## src/shared/ctc_pkg.sv

```systemverilog
package ctc_pkg;

  // sampling of the interface signal
  localparam int SAMPLE_RATE_HZ = 80_000_000;
  localparam int RECORD_SAMPLES = 1_500_000; // about 19 ms at the sample rate
  localparam int CNT_W = 21;
  localparam int SAMPLE_W = 8;

  // square-wave jitter input limit, and the least edge spacing it implies
  localparam int SQW_MAX_HZ = 13_000_000;
  localparam int SQW_MIN_GAP = SAMPLE_RATE_HZ / SQW_MAX_HZ;
  localparam int GAP_W = 4;

  // channel status block layout
  localparam int CS_FRAMES = 192;
  localparam int CS_BYTE_SHIFT = 3; // eight frames make one status byte
  localparam int CS_FRAME_W = 8;
  localparam int CS_BYTE_W = 5;

  // error flag positions
  localparam int ERR_TYPES = 4;
  localparam int ERR_PARITY = 0;
  localparam int ERR_CODING = 1;
  localparam int ERR_LOCK = 2;
  localparam int ERR_CONFIDENCE = 3;

  // trigger source codes
  localparam int SRC_W = 5;
  localparam int SRC_COUNT = 19;
  localparam logic [SRC_W-1:0] SRC_RX_A = 5'h00;
  localparam logic [SRC_W-1:0] SRC_TX_A = 5'h01;
  localparam logic [SRC_W-1:0] SRC_RX_B = 5'h02;
  localparam logic [SRC_W-1:0] SRC_TX_B = 5'h03;
  localparam logic [SRC_W-1:0] SRC_RX_ERR = 5'h04;
  localparam logic [SRC_W-1:0] SRC_RX_BLK = 5'h05;
  localparam logic [SRC_W-1:0] SRC_JIT = 5'h06;
  localparam logic [SRC_W-1:0] SRC_EXT = 5'h07;
  localparam logic [SRC_W-1:0] SRC_CM = 5'h08;
  localparam logic [SRC_W-1:0] SRC_NOISE = 5'h09;
  localparam logic [SRC_W-1:0] SRC_DGEN = 5'h0a;
  localparam logic [SRC_W-1:0] SRC_TX_BLK = 5'h0b;
  localparam logic [SRC_W-1:0] SRC_SYNC_A = 5'h0c;
  localparam logic [SRC_W-1:0] SRC_SYNC_B = 5'h0d;
  localparam logic [SRC_W-1:0] SRC_SYNC_ERR = 5'h0e;
  localparam logic [SRC_W-1:0] SRC_SYNC_BLK = 5'h0f;
  localparam logic [SRC_W-1:0] SRC_IN_ZX = 5'h10;
  localparam logic [SRC_W-1:0] SRC_REF_A = 5'h11;
  localparam logic [SRC_W-1:0] SRC_REF_B = 5'h12;

  // capture state, one-hot
  typedef enum logic [3:0] {
    CTC_IDLE = 4'h1,
    CTC_ARMED = 4'h2,
    CTC_POST = 4'h4,
    CTC_DONE = 4'h8
  } ctc_state_type;

  // configuration bits
  typedef struct packed {
    logic [SRC_W-1:0] src;
    logic slope_pos;
    logic pre_mode;
    logic sqw_mode;
    logic sqw_rising;
    logic [ERR_TYPES-1:0] err_mask;
  } ctc_cfg_type;

  // event pulses from the interface, generators and reference
  typedef struct packed {
    logic rx_pre_a;
    logic rx_pre_b;
    logic tx_pre_a;
    logic tx_pre_b;
    logic sync_pre_a;
    logic sync_pre_b;
    logic ref_pre_a;
    logic ref_pre_b;
    logic rx_block;
    logic tx_block;
    logic sync_block;
    logic [ERR_TYPES-1:0] rx_err;
    logic [ERR_TYPES-1:0] sync_err;
    logic jit_gen_on;
    logic jit_zero;
    logic cm_zero;
    logic noise_rep;
    logic dgen_zero;
  } ctc_events_type;

  // one word toward the capture buffer
  typedef struct packed {
    logic [SAMPLE_W-1:0] data;
    logic trig;
    logic edge_mark;
  } ctc_word_type;

  localparam int WORD_W = $bits(ctc_word_type);

endpackage : ctc_pkg

```

## src/ctc_skid.sv

```systemverilog
// two-entry buffer; head register drives the output directly
module ctc_skid #(
  parameter int W = 8
) (
  // clock and control
  input wire logic clock,
  input wire logic reset_n,
  input wire logic clock_en,
  // filling side
  input wire logic in_valid,
  output logic in_ready,
  input wire logic [W-1:0] in_data,
  // draining side
  output logic out_valid,
  input wire logic out_ready,
  output logic [W-1:0] out_data
);

  logic [W-1:0] head_q; // oldest word
  logic [W-1:0] tail_q; // second word
  logic hv_q; // head holds a word
  logic tv_q; // tail holds a word
  logic rdy_q; // registered copy of tail empty, so ready leaves a flop

  wire push = in_valid & ~tv_q;
  wire pop = hv_q & out_ready;

  assign in_ready = rdy_q;
  assign out_valid = hv_q;
  assign out_data = head_q;

  // tail only fills while the head is stalled, so order is kept
  always_ff @(posedge clock) begin
    if (!reset_n) begin
      hv_q <= 1'b0;
      tv_q <= 1'b0;
      rdy_q <= 1'b1;
      head_q <= '0;
      tail_q <= '0;
    end else if (clock_en) begin
      if (pop) begin
        if (tv_q) begin
          head_q <= tail_q;
          tv_q <= push;
          rdy_q <= ~push;
          if (push) begin
            tail_q <= in_data;
          end
        end else begin
          hv_q <= push;
          if (push) begin
            head_q <= in_data;
          end
        end
      end else if (push) begin
        if (!hv_q) begin
          head_q <= in_data;
          hv_q <= 1'b1;
        end else begin
          tail_q <= in_data;
          tv_q <= 1'b1;
          rdy_q <= 1'b0;
        end
      end
    end
  end

endmodule : ctc_skid

```

## src/ctc_trigger.sv

```systemverilog
// Function
// RL1: square-wave clocks up to 13 MHz are captured
// RL2: edge polarity picks rising or falling edges
// RL3: channel preamble choices free-run in square-wave mode
// RL4: pre keeps record before, post after trigger
// RL5: jitter generator trigger only while generator on
// RL6: square-wave frequency estimated from the record
// RL7: jitter referenced to average-frequency ideal clock
// RL8: preamble triggers align first wide pulse end
// RL9: receive preamble trigger on first selected preamble
// RL10: record continues with rest of preamble
// RL11: transmit preamble trigger at own preamble start
// RL12: receive error trigger, four masked error types
// RL13: error capture precedes or follows first error
// RL14: validity flag never counts as an error
// RL15: sync error trigger mirrors receive error trigger
// RL16: block triggers on first block preamble
// RL17: status block is 192 frames, 24 bytes
// RL18: impairment generators trigger at crossings, repeats
// RL19: digital generator trigger at waveform zero crossings
// RL20: input crossing trigger on selected slope
// RL21: external trigger on sample after selected edge
// RL22: capture holds 1.5 million samples at 80 MHz
// RL23: one trigger per arming, later events ignored
module ctc_trigger
  import ctc_pkg::*;
#(
  parameter int CAP_LEN = ctc_pkg::RECORD_SAMPLES,
  parameter int CNT_BITS = ctc_pkg::CNT_W,
  parameter int DATA_W = ctc_pkg::SAMPLE_W
) (
  // clock, reset, enable
  input wire logic clock,
  input wire logic reset_n,
  input wire logic clock_en,
  // control and configuration
  input wire logic start,
  input wire ctc_pkg::ctc_cfg_type cfg,
  // events and pins
  input wire ctc_pkg::ctc_events_type ev,
  input wire logic ext_trig,
  // sampled interface signal
  input wire logic samp_valid,
  output logic samp_ready,
  input wire logic [DATA_W-1:0] samp_data,
  input wire logic samp_level,
  // words toward the capture buffer
  output logic cap_valid,
  input wire logic cap_ready,
  output ctc_pkg::ctc_word_type cap_word,
  // status
  output logic armed_q,
  output logic triggered_q,
  output logic done_q,
  output logic [CNT_BITS-1:0] trig_pos_q,
  output logic [CNT_BITS-1:0] wr_cnt_q,
  output logic [CNT_BITS-1:0] sqw_edges_q,
  output logic [CNT_BITS-1:0] sqw_first_q,
  output logic [CNT_BITS-1:0] sqw_last_q,
  output logic sqw_fast_q,
  output logic [CS_FRAME_W-1:0] cs_frame_q,
  output logic [CS_BYTE_W-1:0] cs_byte_q
);
  import ctc_pkg::*;

  // elaboration checks
  if (CAP_LEN < 2 || CAP_LEN >= (2 ** CNT_BITS)) begin : g_bad_len
    $error("capture length does not fit the counter");
  end
  if (DATA_W != SAMPLE_W) begin : g_bad_w
    $error("sample width must match the word layout");
  end

  localparam logic [CNT_BITS-1:0] LEN_LAST = CNT_BITS'(CAP_LEN - 1);
  localparam logic [CNT_BITS-1:0] LEN_FULL = CNT_BITS'(CAP_LEN);
  localparam logic [CNT_BITS-1:0] CNT_MAX = '1;
  localparam logic [GAP_W-1:0] GAP_MIN = GAP_W'(SQW_MIN_GAP);
  localparam logic [GAP_W-1:0] GAP_MAX = '1;
  localparam logic [CS_FRAME_W-1:0] CS_LAST = CS_FRAME_W'(CS_FRAMES - 1);

  ctc_state_type state_q; // capture state
  ctc_state_type state_d;
  logic lvl_prev_q; // previous interface level, per sample
  logic ext_prev_q; // previous external pin level, per clock
  logic ext_hit_q; // external edge seen, waits for next sample
  logic [GAP_W-1:0] gap_q; // samples since last timed edge
  logic [CNT_BITS-1:0] wr_cnt_d;
  logic [CS_FRAME_W-1:0] cs_frame_d;
  logic [SRC_COUNT-1:0] ev_vec; // one line per trigger source
  logic [ERR_TYPES-1:0] rx_err_hit;
  logic [ERR_TYPES-1:0] sync_err_hit;
  logic fifo_ready;
  logic fifo_valid;
  logic [WORD_W-1:0] fifo_in;
  logic [WORD_W-1:0] fifo_out;

  // sample handshake and edge decode
  wire beat = clock_en & samp_valid & fifo_ready;
  wire lvl_rise = samp_level & ~lvl_prev_q;
  wire lvl_fall = ~samp_level & lvl_prev_q;
  wire zx_hit = cfg.slope_pos ? lvl_rise : lvl_fall; // RL20
  wire sqw_edge = cfg.sqw_mode & (cfg.sqw_rising ? lvl_rise : lvl_fall); // RL2
  wire ext_edge = cfg.slope_pos ? (ext_trig & ~ext_prev_q)
                                : (~ext_trig & ext_prev_q);

  // the error mask is shared by receive and sync errors
  for (genvar g = 0; g < ERR_TYPES; g++) begin : g_err
    assign rx_err_hit[g] = ev.rx_err[g] & cfg.err_mask[g]; // RL12
    assign sync_err_hit[g] = ev.sync_err[g] & cfg.err_mask[g]; // RL15
  end

  // validity is not an input here at all, so it can never trigger
  wire rx_err_any = |rx_err_hit; // RL14
  wire sync_err_any = |sync_err_hit; // RL15

  // channel preamble choices ignore their pulses in square-wave mode
  wire free_run = cfg.sqw_mode; // RL3

  // source table; preamble markers arrive at the end of the first
  // wide pulse (receive side) or at preamble start (transmit side)
  assign ev_vec[SRC_RX_A] = free_run | ev.rx_pre_a; // RL8 RL9 RL10
  assign ev_vec[SRC_TX_A] = free_run | ev.tx_pre_a; // RL11
  assign ev_vec[SRC_RX_B] = free_run | ev.rx_pre_b; // RL9
  assign ev_vec[SRC_TX_B] = free_run | ev.tx_pre_b; // RL11
  assign ev_vec[SRC_RX_ERR] = rx_err_any; // RL12 RL13
  assign ev_vec[SRC_RX_BLK] = ev.rx_block; // RL16
  assign ev_vec[SRC_JIT] = ev.jit_gen_on & ev.jit_zero; // RL5 RL18
  assign ev_vec[SRC_EXT] = ext_hit_q; // RL21
  assign ev_vec[SRC_CM] = ev.cm_zero; // RL18
  assign ev_vec[SRC_NOISE] = ev.noise_rep; // RL18
  assign ev_vec[SRC_DGEN] = ev.dgen_zero; // RL19
  assign ev_vec[SRC_TX_BLK] = ev.tx_block; // RL16
  assign ev_vec[SRC_SYNC_A] = ev.sync_pre_a; // RL8
  assign ev_vec[SRC_SYNC_B] = ev.sync_pre_b; // RL8
  assign ev_vec[SRC_SYNC_ERR] = sync_err_any; // RL15
  assign ev_vec[SRC_SYNC_BLK] = ev.sync_block; // RL16
  assign ev_vec[SRC_IN_ZX] = zx_hit; // RL20
  assign ev_vec[SRC_REF_A] = ev.ref_pre_a; // RL8
  assign ev_vec[SRC_REF_B] = ev.ref_pre_b; // RL8

  // unknown source codes never fire
  wire src_ok = cfg.src < SRC_W'(SRC_COUNT);
  wire ev_sel = src_ok & ev_vec[cfg.src];

  // only an armed block can fire, and only on a sample
  wire fire = (state_q == CTC_ARMED) & beat & ev_sel & ~start; // RL23

  // pre mode writes from arming to trigger, post from trigger on
  wire wr_pre = (state_q == CTC_ARMED) & cfg.pre_mode; // RL4 RL13
  wire wr_post = (state_q == CTC_POST) | (fire & ~cfg.pre_mode); // RL4
  wire wr_now = beat & ~start & (wr_pre | wr_post);
  wire post_end = (state_q == CTC_POST) & wr_now & (wr_cnt_q == LEN_LAST);

  // word to the buffer: sample plus markers
  assign fifo_in = {samp_data, fire, sqw_edge}; // RL1

  // two-entry buffer; a stalled buffer holds the source off
  ctc_skid #(
    .W(WORD_W)
  ) u_skid (
    .clock(clock),
    .reset_n(reset_n),
    .clock_en(clock_en),
    .in_valid(wr_now),
    .in_ready(fifo_ready),
    .in_data(fifo_in),
    .out_valid(fifo_valid),
    .out_ready(cap_ready),
    .out_data(fifo_out)
  );

  assign samp_ready = fifo_ready;
  assign cap_valid = fifo_valid;
  assign cap_word = ctc_word_type'(fifo_out);

  // next state; a start command always re-arms
  always_comb begin
    state_d = state_q;
    unique case (state_q)
      CTC_IDLE: begin
        if (start) state_d = CTC_ARMED;
      end
      CTC_ARMED: begin
        if (start) state_d = CTC_ARMED;
        else if (fire && cfg.pre_mode) state_d = CTC_DONE; // RL4
        else if (fire) state_d = CTC_POST;
      end
      CTC_POST: begin
        if (start) state_d = CTC_ARMED;
        else if (post_end) state_d = CTC_DONE; // RL22
      end
      CTC_DONE: begin
        if (start) state_d = CTC_ARMED;
      end
      default: state_d = CTC_IDLE;
    endcase
  end

  // written-sample count; post mode restarts it at the trigger word
  always_comb begin
    wr_cnt_d = wr_cnt_q;
    if (start) begin
      wr_cnt_d = '0;
    end else if (fire && !cfg.pre_mode) begin
      wr_cnt_d = CNT_BITS'(1);
    end else if (wr_now && wr_cnt_q != LEN_FULL) begin
      wr_cnt_d = wr_cnt_q + CNT_BITS'(1); // RL22
    end
  end

  // status block frame index, restarted by each receive block preamble
  always_comb begin
    cs_frame_d = cs_frame_q;
    if (ev.rx_block) begin
      cs_frame_d = '0; // RL17
    end else if (ev.rx_pre_a) begin
      cs_frame_d = (cs_frame_q == CS_LAST) ? '0
                 : cs_frame_q + CS_FRAME_W'(1); // RL17
    end
  end

  // capture state and its status flags
  always_ff @(posedge clock) begin
    if (!reset_n) begin
      state_q <= CTC_IDLE;
      armed_q <= 1'b0;
      triggered_q <= 1'b0;
      done_q <= 1'b0;
      wr_cnt_q <= '0;
      trig_pos_q <= '0;
    end else if (clock_en) begin
      state_q <= state_d;
      armed_q <= (state_d == CTC_ARMED);
      triggered_q <= start ? 1'b0 : (triggered_q | fire); // RL23
      done_q <= (state_d == CTC_DONE);
      wr_cnt_q <= wr_cnt_d;
      if (fire) begin
        trig_pos_q <= wr_cnt_q; // RL13
      end
    end
  end

  // pin history; an external edge waits for the next sample
  always_ff @(posedge clock) begin
    if (!reset_n) begin
      ext_prev_q <= 1'b0;
      ext_hit_q <= 1'b0;
      lvl_prev_q <= 1'b0;
    end else if (clock_en) begin
      ext_prev_q <= ext_trig;
      // a new edge wins over the consuming sample
      if (ext_edge) ext_hit_q <= 1'b1; // RL21
      else if (beat || start) ext_hit_q <= 1'b0;
      if (beat) lvl_prev_q <= samp_level;
    end
  end

  // square-wave edge statistics: the first and last timed edge and
  // their count give the average period for the ideal reference
  always_ff @(posedge clock) begin
    if (!reset_n) begin
      sqw_edges_q <= '0;
      sqw_first_q <= '0;
      sqw_last_q <= '0;
      sqw_fast_q <= 1'b0;
      gap_q <= '0;
    end else if (clock_en) begin
      if (start) begin
        sqw_edges_q <= '0;
        sqw_fast_q <= 1'b0;
        gap_q <= '0;
      end else if (wr_now && sqw_edge) begin
        if (sqw_edges_q == '0) sqw_first_q <= wr_cnt_d; // RL6
        sqw_last_q <= wr_cnt_d; // RL7
        if (sqw_edges_q != CNT_MAX) sqw_edges_q <= sqw_edges_q + CNT_BITS'(1);
        // edges closer than the 13 MHz limit mark an unusable record
        if (sqw_edges_q != '0 && gap_q < GAP_MIN) sqw_fast_q <= 1'b1; // RL1
        gap_q <= GAP_W'(1);
      end else if (wr_now && gap_q != GAP_MAX) begin
        gap_q <= gap_q + GAP_W'(1);
      end
    end
  end

  // status byte index follows the frame index
  always_ff @(posedge clock) begin
    if (!reset_n) begin
      cs_frame_q <= '0;
      cs_byte_q <= '0;
    end else if (clock_en) begin
      cs_frame_q <= cs_frame_d;
      cs_byte_q <= CS_BYTE_W'(cs_frame_d >> CS_BYTE_SHIFT); // RL17
    end
  end
endmodule : ctc_trigger
```

## config.mk

```make
export PLATFORM = sky130hd
export DESIGN_NAME = ctc_trigger
export DESIGN_NICKNAME = d
export VERILOG_FILES = /design/src/shared/ctc_pkg.sv /design/src/ctc_skid.sv /design/src/ctc_trigger.sv
export SDC_FILE = /design/constraint.sdc
export NUM_CORES = 1
export LEC_CHECK = 0
export ABC_AREA = 1
export BUFFER_PORTS_ARGS = -buffer_cell sky130_fd_sc_hd__buf_4
export CAP_MARGIN = 20
export CORE_MARGIN = 4
export CORE_UTILIZATION = 54
export CTS_BUF_LIST = sky130_fd_sc_hd__clkbuf_16
export DETAILED_ROUTE_END_ITERATION = 10
export GPL_TIMING_DRIVEN = 0
export PLACE_DENSITY = 0.81
export SETUP_SLACK_MARGIN = 0.1
export SYNTH_ARGS = -nofsm -noshare
export SYNTH_HDL_FRONTEND = slang
export SYNTH_SLANG_ARGS = --single-unit
```

## constraint.sdc

```tcl
create_clock -name clock -period 2.5 [get_ports clock]
set_input_delay 0.125 -clock clock [delete_from_list [all_inputs] [get_ports clock]]
set_output_delay 0.125 -clock clock [all_outputs]
set_load 0.03 [all_outputs]
```

; Word level (Yosys, flattened, before mapping)
; Cells that the tools add are included.
[word_totals]
register_bits = 151
input_bits = 53
out_inout_bits = 134
word_cells = 172
[op_classes]
addsub = 4
n_lt_le_gt_ge = 3
n_eq_ne = 15
mux = 50
bitwise_logic = 43
n_reduce_logical = 36
[op_table]
columns = cell, n
row1 = $mux 21, 6
row2 = $mux 10, 9
row3 = $add 21x1->21 const B, 2
row4 = $ne 21x21->1 const B, 2
row5 = $mux 4, 9
row6 = $and 1x1->1, 28
row7 = $mux 8, 3
row8 = $eq 21x21->1 const B, 1
row9 = $logic_not 21->1, 1
row10 = $mux 1, 21
row11 = $reduce_bool 21->1, 1
row12 = $reduce_bool 2->1, 8
row13 = $reduce_and 3->1, 5
row14 = $pmux 4 s3, 1
row15 = $reduce_and 4->1, 3
row16 = $reduce_and 2->1, 5
row17 = $add 8x1->8 const B, 1
row18 = $eq 4x2->1 const B, 2
row19 = $eq 4x4->1 const B, 2
row20 = $eq 8x8->1 const B, 1
row21 = $not 1->1, 8
row22 = $reduce_or 4->1, 2
row23 = $or 1x1->1, 7
row24 = $logic_and 1x1->1, 6
row25 = other kinds (15), 17

; Depth between registers and ports, before layout
[logic_depth]
depth_word = 18
mapped_depth = 19

; Hierarchy
; A second synthesis with hierarchy kept.
[hier_totals]
hier_cells = 1137
hier_area_um2 = 7731.2
[modules_own_cells]
columns = mod, instances, cells_per_inst, area_each_um2, seq_area_each_um2
row1 = ctc_trigger, 1, 948, 6593.8, 2562.5
row2 = ctc_skid, 1, 189, 1137.3, 460.4

; Worst setup path before layout
; Ideal clock, no wire load.
[synth_path]
path_type = register -> register
from = register u_skid.rdy_q (netlist: u_skid.in_ready)
to = register sqw_edges_q[2]
t_arrival_ns = 2.129
required_ns = 2.376
slack_ns = 0.247
path_stages_with_launch = 14
path_buffers = 2
synth_period_minus_slack_ns = 2.253
path_cell_list = dfxtp_1 -> nand3_2 -> nor2_4 -> inv_2 -> a211oi_2 -> nand3_2 -> nand2_4 -> nand3_4 -> buf_6 -> nand2_4 -> nand2_2 -> buf_2 -> o21ai_1 -> a21oi_1
[synth_via]
elab_chain_len = 11
elab_cells_between_ends = 12
cone_classes = bitwise (9) / reduce/logical (3)
[synth_lines]
columns = element, line
row1 = start: declaration, ctc_skid.sv:23  ; logic rdy_q;
row2 = start signal: assignment, ctc_skid.sv:45  ; rdy_q <= ~push;
row3 = $and 1x1->1 *, ctc_trigger.sv:98  ; wire beat = clock_en & samp_valid & fifo_ready;
row4 = $and 1x1->1 (3 in a row), ctc_trigger.sv:146  ; wire fire = (state_q == CTC_ARMED) & beat & ev_sel & ~start;
row5 = $and 1x1->1, ctc_trigger.sv:150  ; wire wr_post = (state_q == CTC_POST) | (fire & ~cfg.pre_mode);
row6 = $or 1x1->1, ctc_trigger.sv:150
row7 = $or 1x1->1, ctc_trigger.sv:151  ; wire wr_now = beat & ~start & (wr_pre | wr_post);
row8 = $and 1x1->1 *, ctc_trigger.sv:151
row9 = $logic_and 1x1->1 *, ctc_trigger.sv:272  ; end else if (wr_now && sqw_edge) begin
row10 = $reduce_bool 2->1 (no line) *, -
row11 = $reduce_and 3->1 (no line) *, -
row12 = end signal: assignment, ctc_trigger.sv:275  ; if (sqw_edges_q != CNT_MAX) sqw_edges_q <= sqw_edges_q + CNT_BITS'(1);
row13 = end: declaration, ctc_trigger.sv:57  ; output logic [CNT_BITS-1:0] sqw_edges_q,
; Every way passes the cells marked *; elsewhere a longest branch is shown, timed or not.
; A chain may end at the register's enable or synchronous reset.

; Worst setup path after layout
[layout_path]
from = register wr_cnt_q[3]
to = register sqw_last_q[15]
[layout_via]
elab_chain_len = 5
elab_cells_between_ends = 6
cone_classes = add/sub (1) / eq/ne (1) / mux (3) / reduce/logical (1)
[layout_lines]
columns = element, line
row1 = start: declaration, ctc_trigger.sv:56  ; output logic [CNT_BITS-1:0] wr_cnt_q,
row2 = start signal: assignment, ctc_trigger.sv:236  ; wr_cnt_q <= wr_cnt_d;
row3 = "parallel branches: the longest is 2 deep, another holds $add 21x1->21", -
row4 = $mux 21 *, ctc_trigger.sv:206  ; end else if (wr_now && wr_cnt_q != LEN_FULL) begin
row5 = $mux 21 *, ctc_trigger.sv:204  ; end else if (fire && !cfg.pre_mode) begin
row6 = $mux 21 *, ctc_trigger.sv:202  ; if (start) begin
row7 = end signal: assignment, ctc_trigger.sv:274  ; sqw_last_q <= wr_cnt_d;
row8 = end: declaration, ctc_trigger.sv:59  ; output logic [CNT_BITS-1:0] sqw_last_q,
; Every way passes the cells marked *.

==> metrics.md <==
| Metric | Value |
|---|---|
| Syn_nets | `1134` |
| Fraction of registers with async set/reset | `0%` |
| Synth top area share | `40.37%` |
| Hold_ws | `-0.001149 ns` |
| Routed wire length | `25080 um` |
| Worst path slowest cell | `dfxtp_1` |
| Most frequent CP cell | `nand2_1` |
| Crit Path Max Fanout | `7` |
| Final ANT Viol Nets | `0` |
| Worst skew pair latency | `0.43 ns` |
| Synth area leader | `dfxtp_1` |
| Gp weighted congestion | `0.9694` |
| Die X | `125.8 um` |
| DP Wirelength | `18580 um` |
| CTS tree | `yes` |
| Max cap viols | `0` |
| Max Fclk | `431.9 MHz` |
| Synth Instances | `1075` |
| Setup Skew | `0.009583 ns` |
| Num ports | `187` |
| Largest net degree at the start of global routing | `17` |
| Vias per cell | `5.582` |
| Number of antenna violations at the first check in global routing | `0` |
| Initial core utilization | `55.88%` |
| Max stage delay on crit path | `0.33 ns` |
| Outcome | `finished with violations` |
| Syn avg cell area | `6.966 um^2` |
| Dpl cell area | `9090 um^2` |
| IO Port Bufs | `184` |
| Max VDD drop | `0.4618 mV` |
| Synth Flop Type | `dfxtp_1` |
| Ratio of cells with drive above 1 in the final layout | `21.60%` |
| Min Tclk post-route | `2.315 ns` |
| Synthesized area | `7488 um^2` |
| Synth Register Bits | `151` |
| Fin. Hold Viols | `1` |
| Worst-path clk slew | `0.06 ns` |
| Crit path capture type | `flip-flop` |
| Slew headroom | `50.18%` |
| Lkg Pwr | `0.004167 uW` |
| Number of buffers created by CTS | `17` |
| Core Area | `13400 um^2` |
| Setup Total Neg Slack | `0 ns` |
| 1st-iter DRT viols | `788` |
| Total Routing Usage GR | `30.36%` |
| Top cells by area, synth | `dfxtp_1 40%, nand2_1 11%, a21oi_1 8.6%` |
| Final design utilization | `73.28%` |
| Critical path type | `reg -> reg` |
| Final Cell Area | `9819 um^2` |
| Number of global-route vias before repair | `7564` |
| Total gr overflow | `0` |
| Commonest non-fill, non-tap cell in the layout | `nand2_1` |
| Non-Filler Instances | `1477` |
| Wirelength per Cell | `16.98 um` |
| Sink Count | `151` |
| P&R area growth vs syn | `31.13%` |
| H-tree depth | `4` |
| Row count | `42` |
| CP Cell Sequence | `buf_1 > nand2_1 > nor3_1 > nand2_1 > nor4_2 > xor2_1 > nand4_1 > nand2_1 > nand3_1 > a21oi_1` |
| Final Slew Violations | `0` |
| Setup-failing EPs final | `0` |
| RSZ-0062 raised after global routing | `yes` |
| Ys Warns | `0` |
| Least-Margin Pin Slew | `0.7410 ns` |
| # fillers | `1165` |
| Min-Delay Path Class | `in -> reg` |
| First-pass GRT wire length | `39010 um` |
| Pre-antenna DRT Iters | `5` |
| Violated checks | `negative hold slack` |
| Placed insts | `1435` |
| Commonest non-fill, non-tap cells in the layout | `216 x nand2_1, 199 x buf_4, 150 x dfxtp_1` |
| Vias | `8244` |
| Die Height | `125.8 um` |
| Distinct cell type count after synthesis | `39` |
| Clk buf depth | `2` |
| Crit start category | `flip-flop` |
| PD cells | `555.3 nW/um^2` |
| CP required | `2.85 ns` |
| Die area | `15820 um^2` |
| DRC | `0` |
| Number of enable flip-flop cells after synthesis | `0` |
| Nets | `1348` |
| Worst Path Arrival | `2.67 ns` |
| Sequential cell area fraction in the yosys report | `40.37%` |
| Post-route clock period utilization | `92.62%` |
| N_diodes | `0` |
| Clock root buffer | `clkbuf_16` |
==> layer usage <==
layer  vias up  GRT usage, %  share of wire, %
li1       3986             -                 -
met1      3817         39.72                41
met2       399         49.94                46
met3        42         7.790                11
met4         0         8.644               2.1
met5         -             0                 0
==> area by class of cell <==
cell class	count	area (um^2)	share of cell area, %
multi-input cells	760	3866	39.37
flip-flops and latches	151	3024	30.80
repair buffers	195	1476	15.04
clock buffers	17	425.4	4.332
inverters	103	386.6	3.937
plain buffers	61	307.8	3.135
well taps	176	220.2	2.243
clock inverters	14	112.6	1.147
==> report_power, final <==
group / switching, uW / internal (uW)
Combinational: 372 / 206
Sequential: 54.8 / 2450
Clock: 1020 / 1350
Total: 1450 / 4000
==> path summary, 6_finish.rpt <==
check                                       from                to  slack [ns]  cells past startpoint
worst min register to register  u_skid.tail_q[1]  u_skid.tail_q[1]        0.45                      2
worst max-delay path                 wr_cnt_q[3]    sqw_last_q[15]        0.18                     10
worst min-delay path                samp_data[7]  u_skid.tail_q[9]      -0.001                      3
worst max register to register       wr_cnt_q[3]    sqw_last_q[15]        0.18                     10
==> sequential cells by signal (all words and copies together), names as in the netlist, 4 cells and up <==
name             count
wr_cnt_q            21
trig_pos_q          21
gap_q                4
sqw_last_q          21
sqw_first_q         21
u_skid.out_data     10
cs_frame_q           8
sqw_edges_q         21
u_skid.tail_q       10
state_q              4
==> cell usage after synthesis, types with 13 or more instances <==
library cell    n
nand2_1       216
dfxtp_1       151
a21oi_1       128
o21ai_0       125
inv_1          95
nor2_1         94
nand3_1        52
clkbuf_1       34
xor2_1         29
nand4_1        25
nor3_1         21
nor4_1         14
buf_2          13
==> per-stage QoR <==
stage / setup WS (ns) / total power (uW)
2_1_floorplan: 0.2473 / 2870
3_3_place_gp: -0.09863 / 3093
3_5_place_dp: -0.07823 / 3099
4_1_cts: 0.1027 / 5434
5_1_grt: 0.04882 / 5617
6_report: 0.1846 / 5453
==> worst max-delay path: cells and delay by family, from the launching register on <==
| family | cells | cell delay (ns) |
|---|---|---|
| simple gates | 7 | 1.28 |
| flops | 1 | 0.33 |
| buf+inv | 1 | 0.30 |
| xor+xnor | 1 | 0.19 |
| compound gates | 1 | 0.15 |
==> repair_timing <==
action / CTS / global route
hold buffers: 5 / 0
pin swaps: 2 / 3
endpoints found under the hold margin: 5 / 0
setup buffers: 1 / 5
gates resized for setup: 8 / 19
endpoints found under the setup margin: 75 / 109
==> cells by family (layout without fill, tap and decap cells) <==
group           Yosys count  after routing  share of synthesized area, %
xor+xnor                 40             40                         4.678
fa+ha+maj                 6              6                         1.002
flops                   151            151                         40.37
simple gates            440            440                         26.10
compound gates          274            274                         18.76
buf+inv                 164            390                         9.089
No activity file was read; power rests on OpenSTA's default activity.
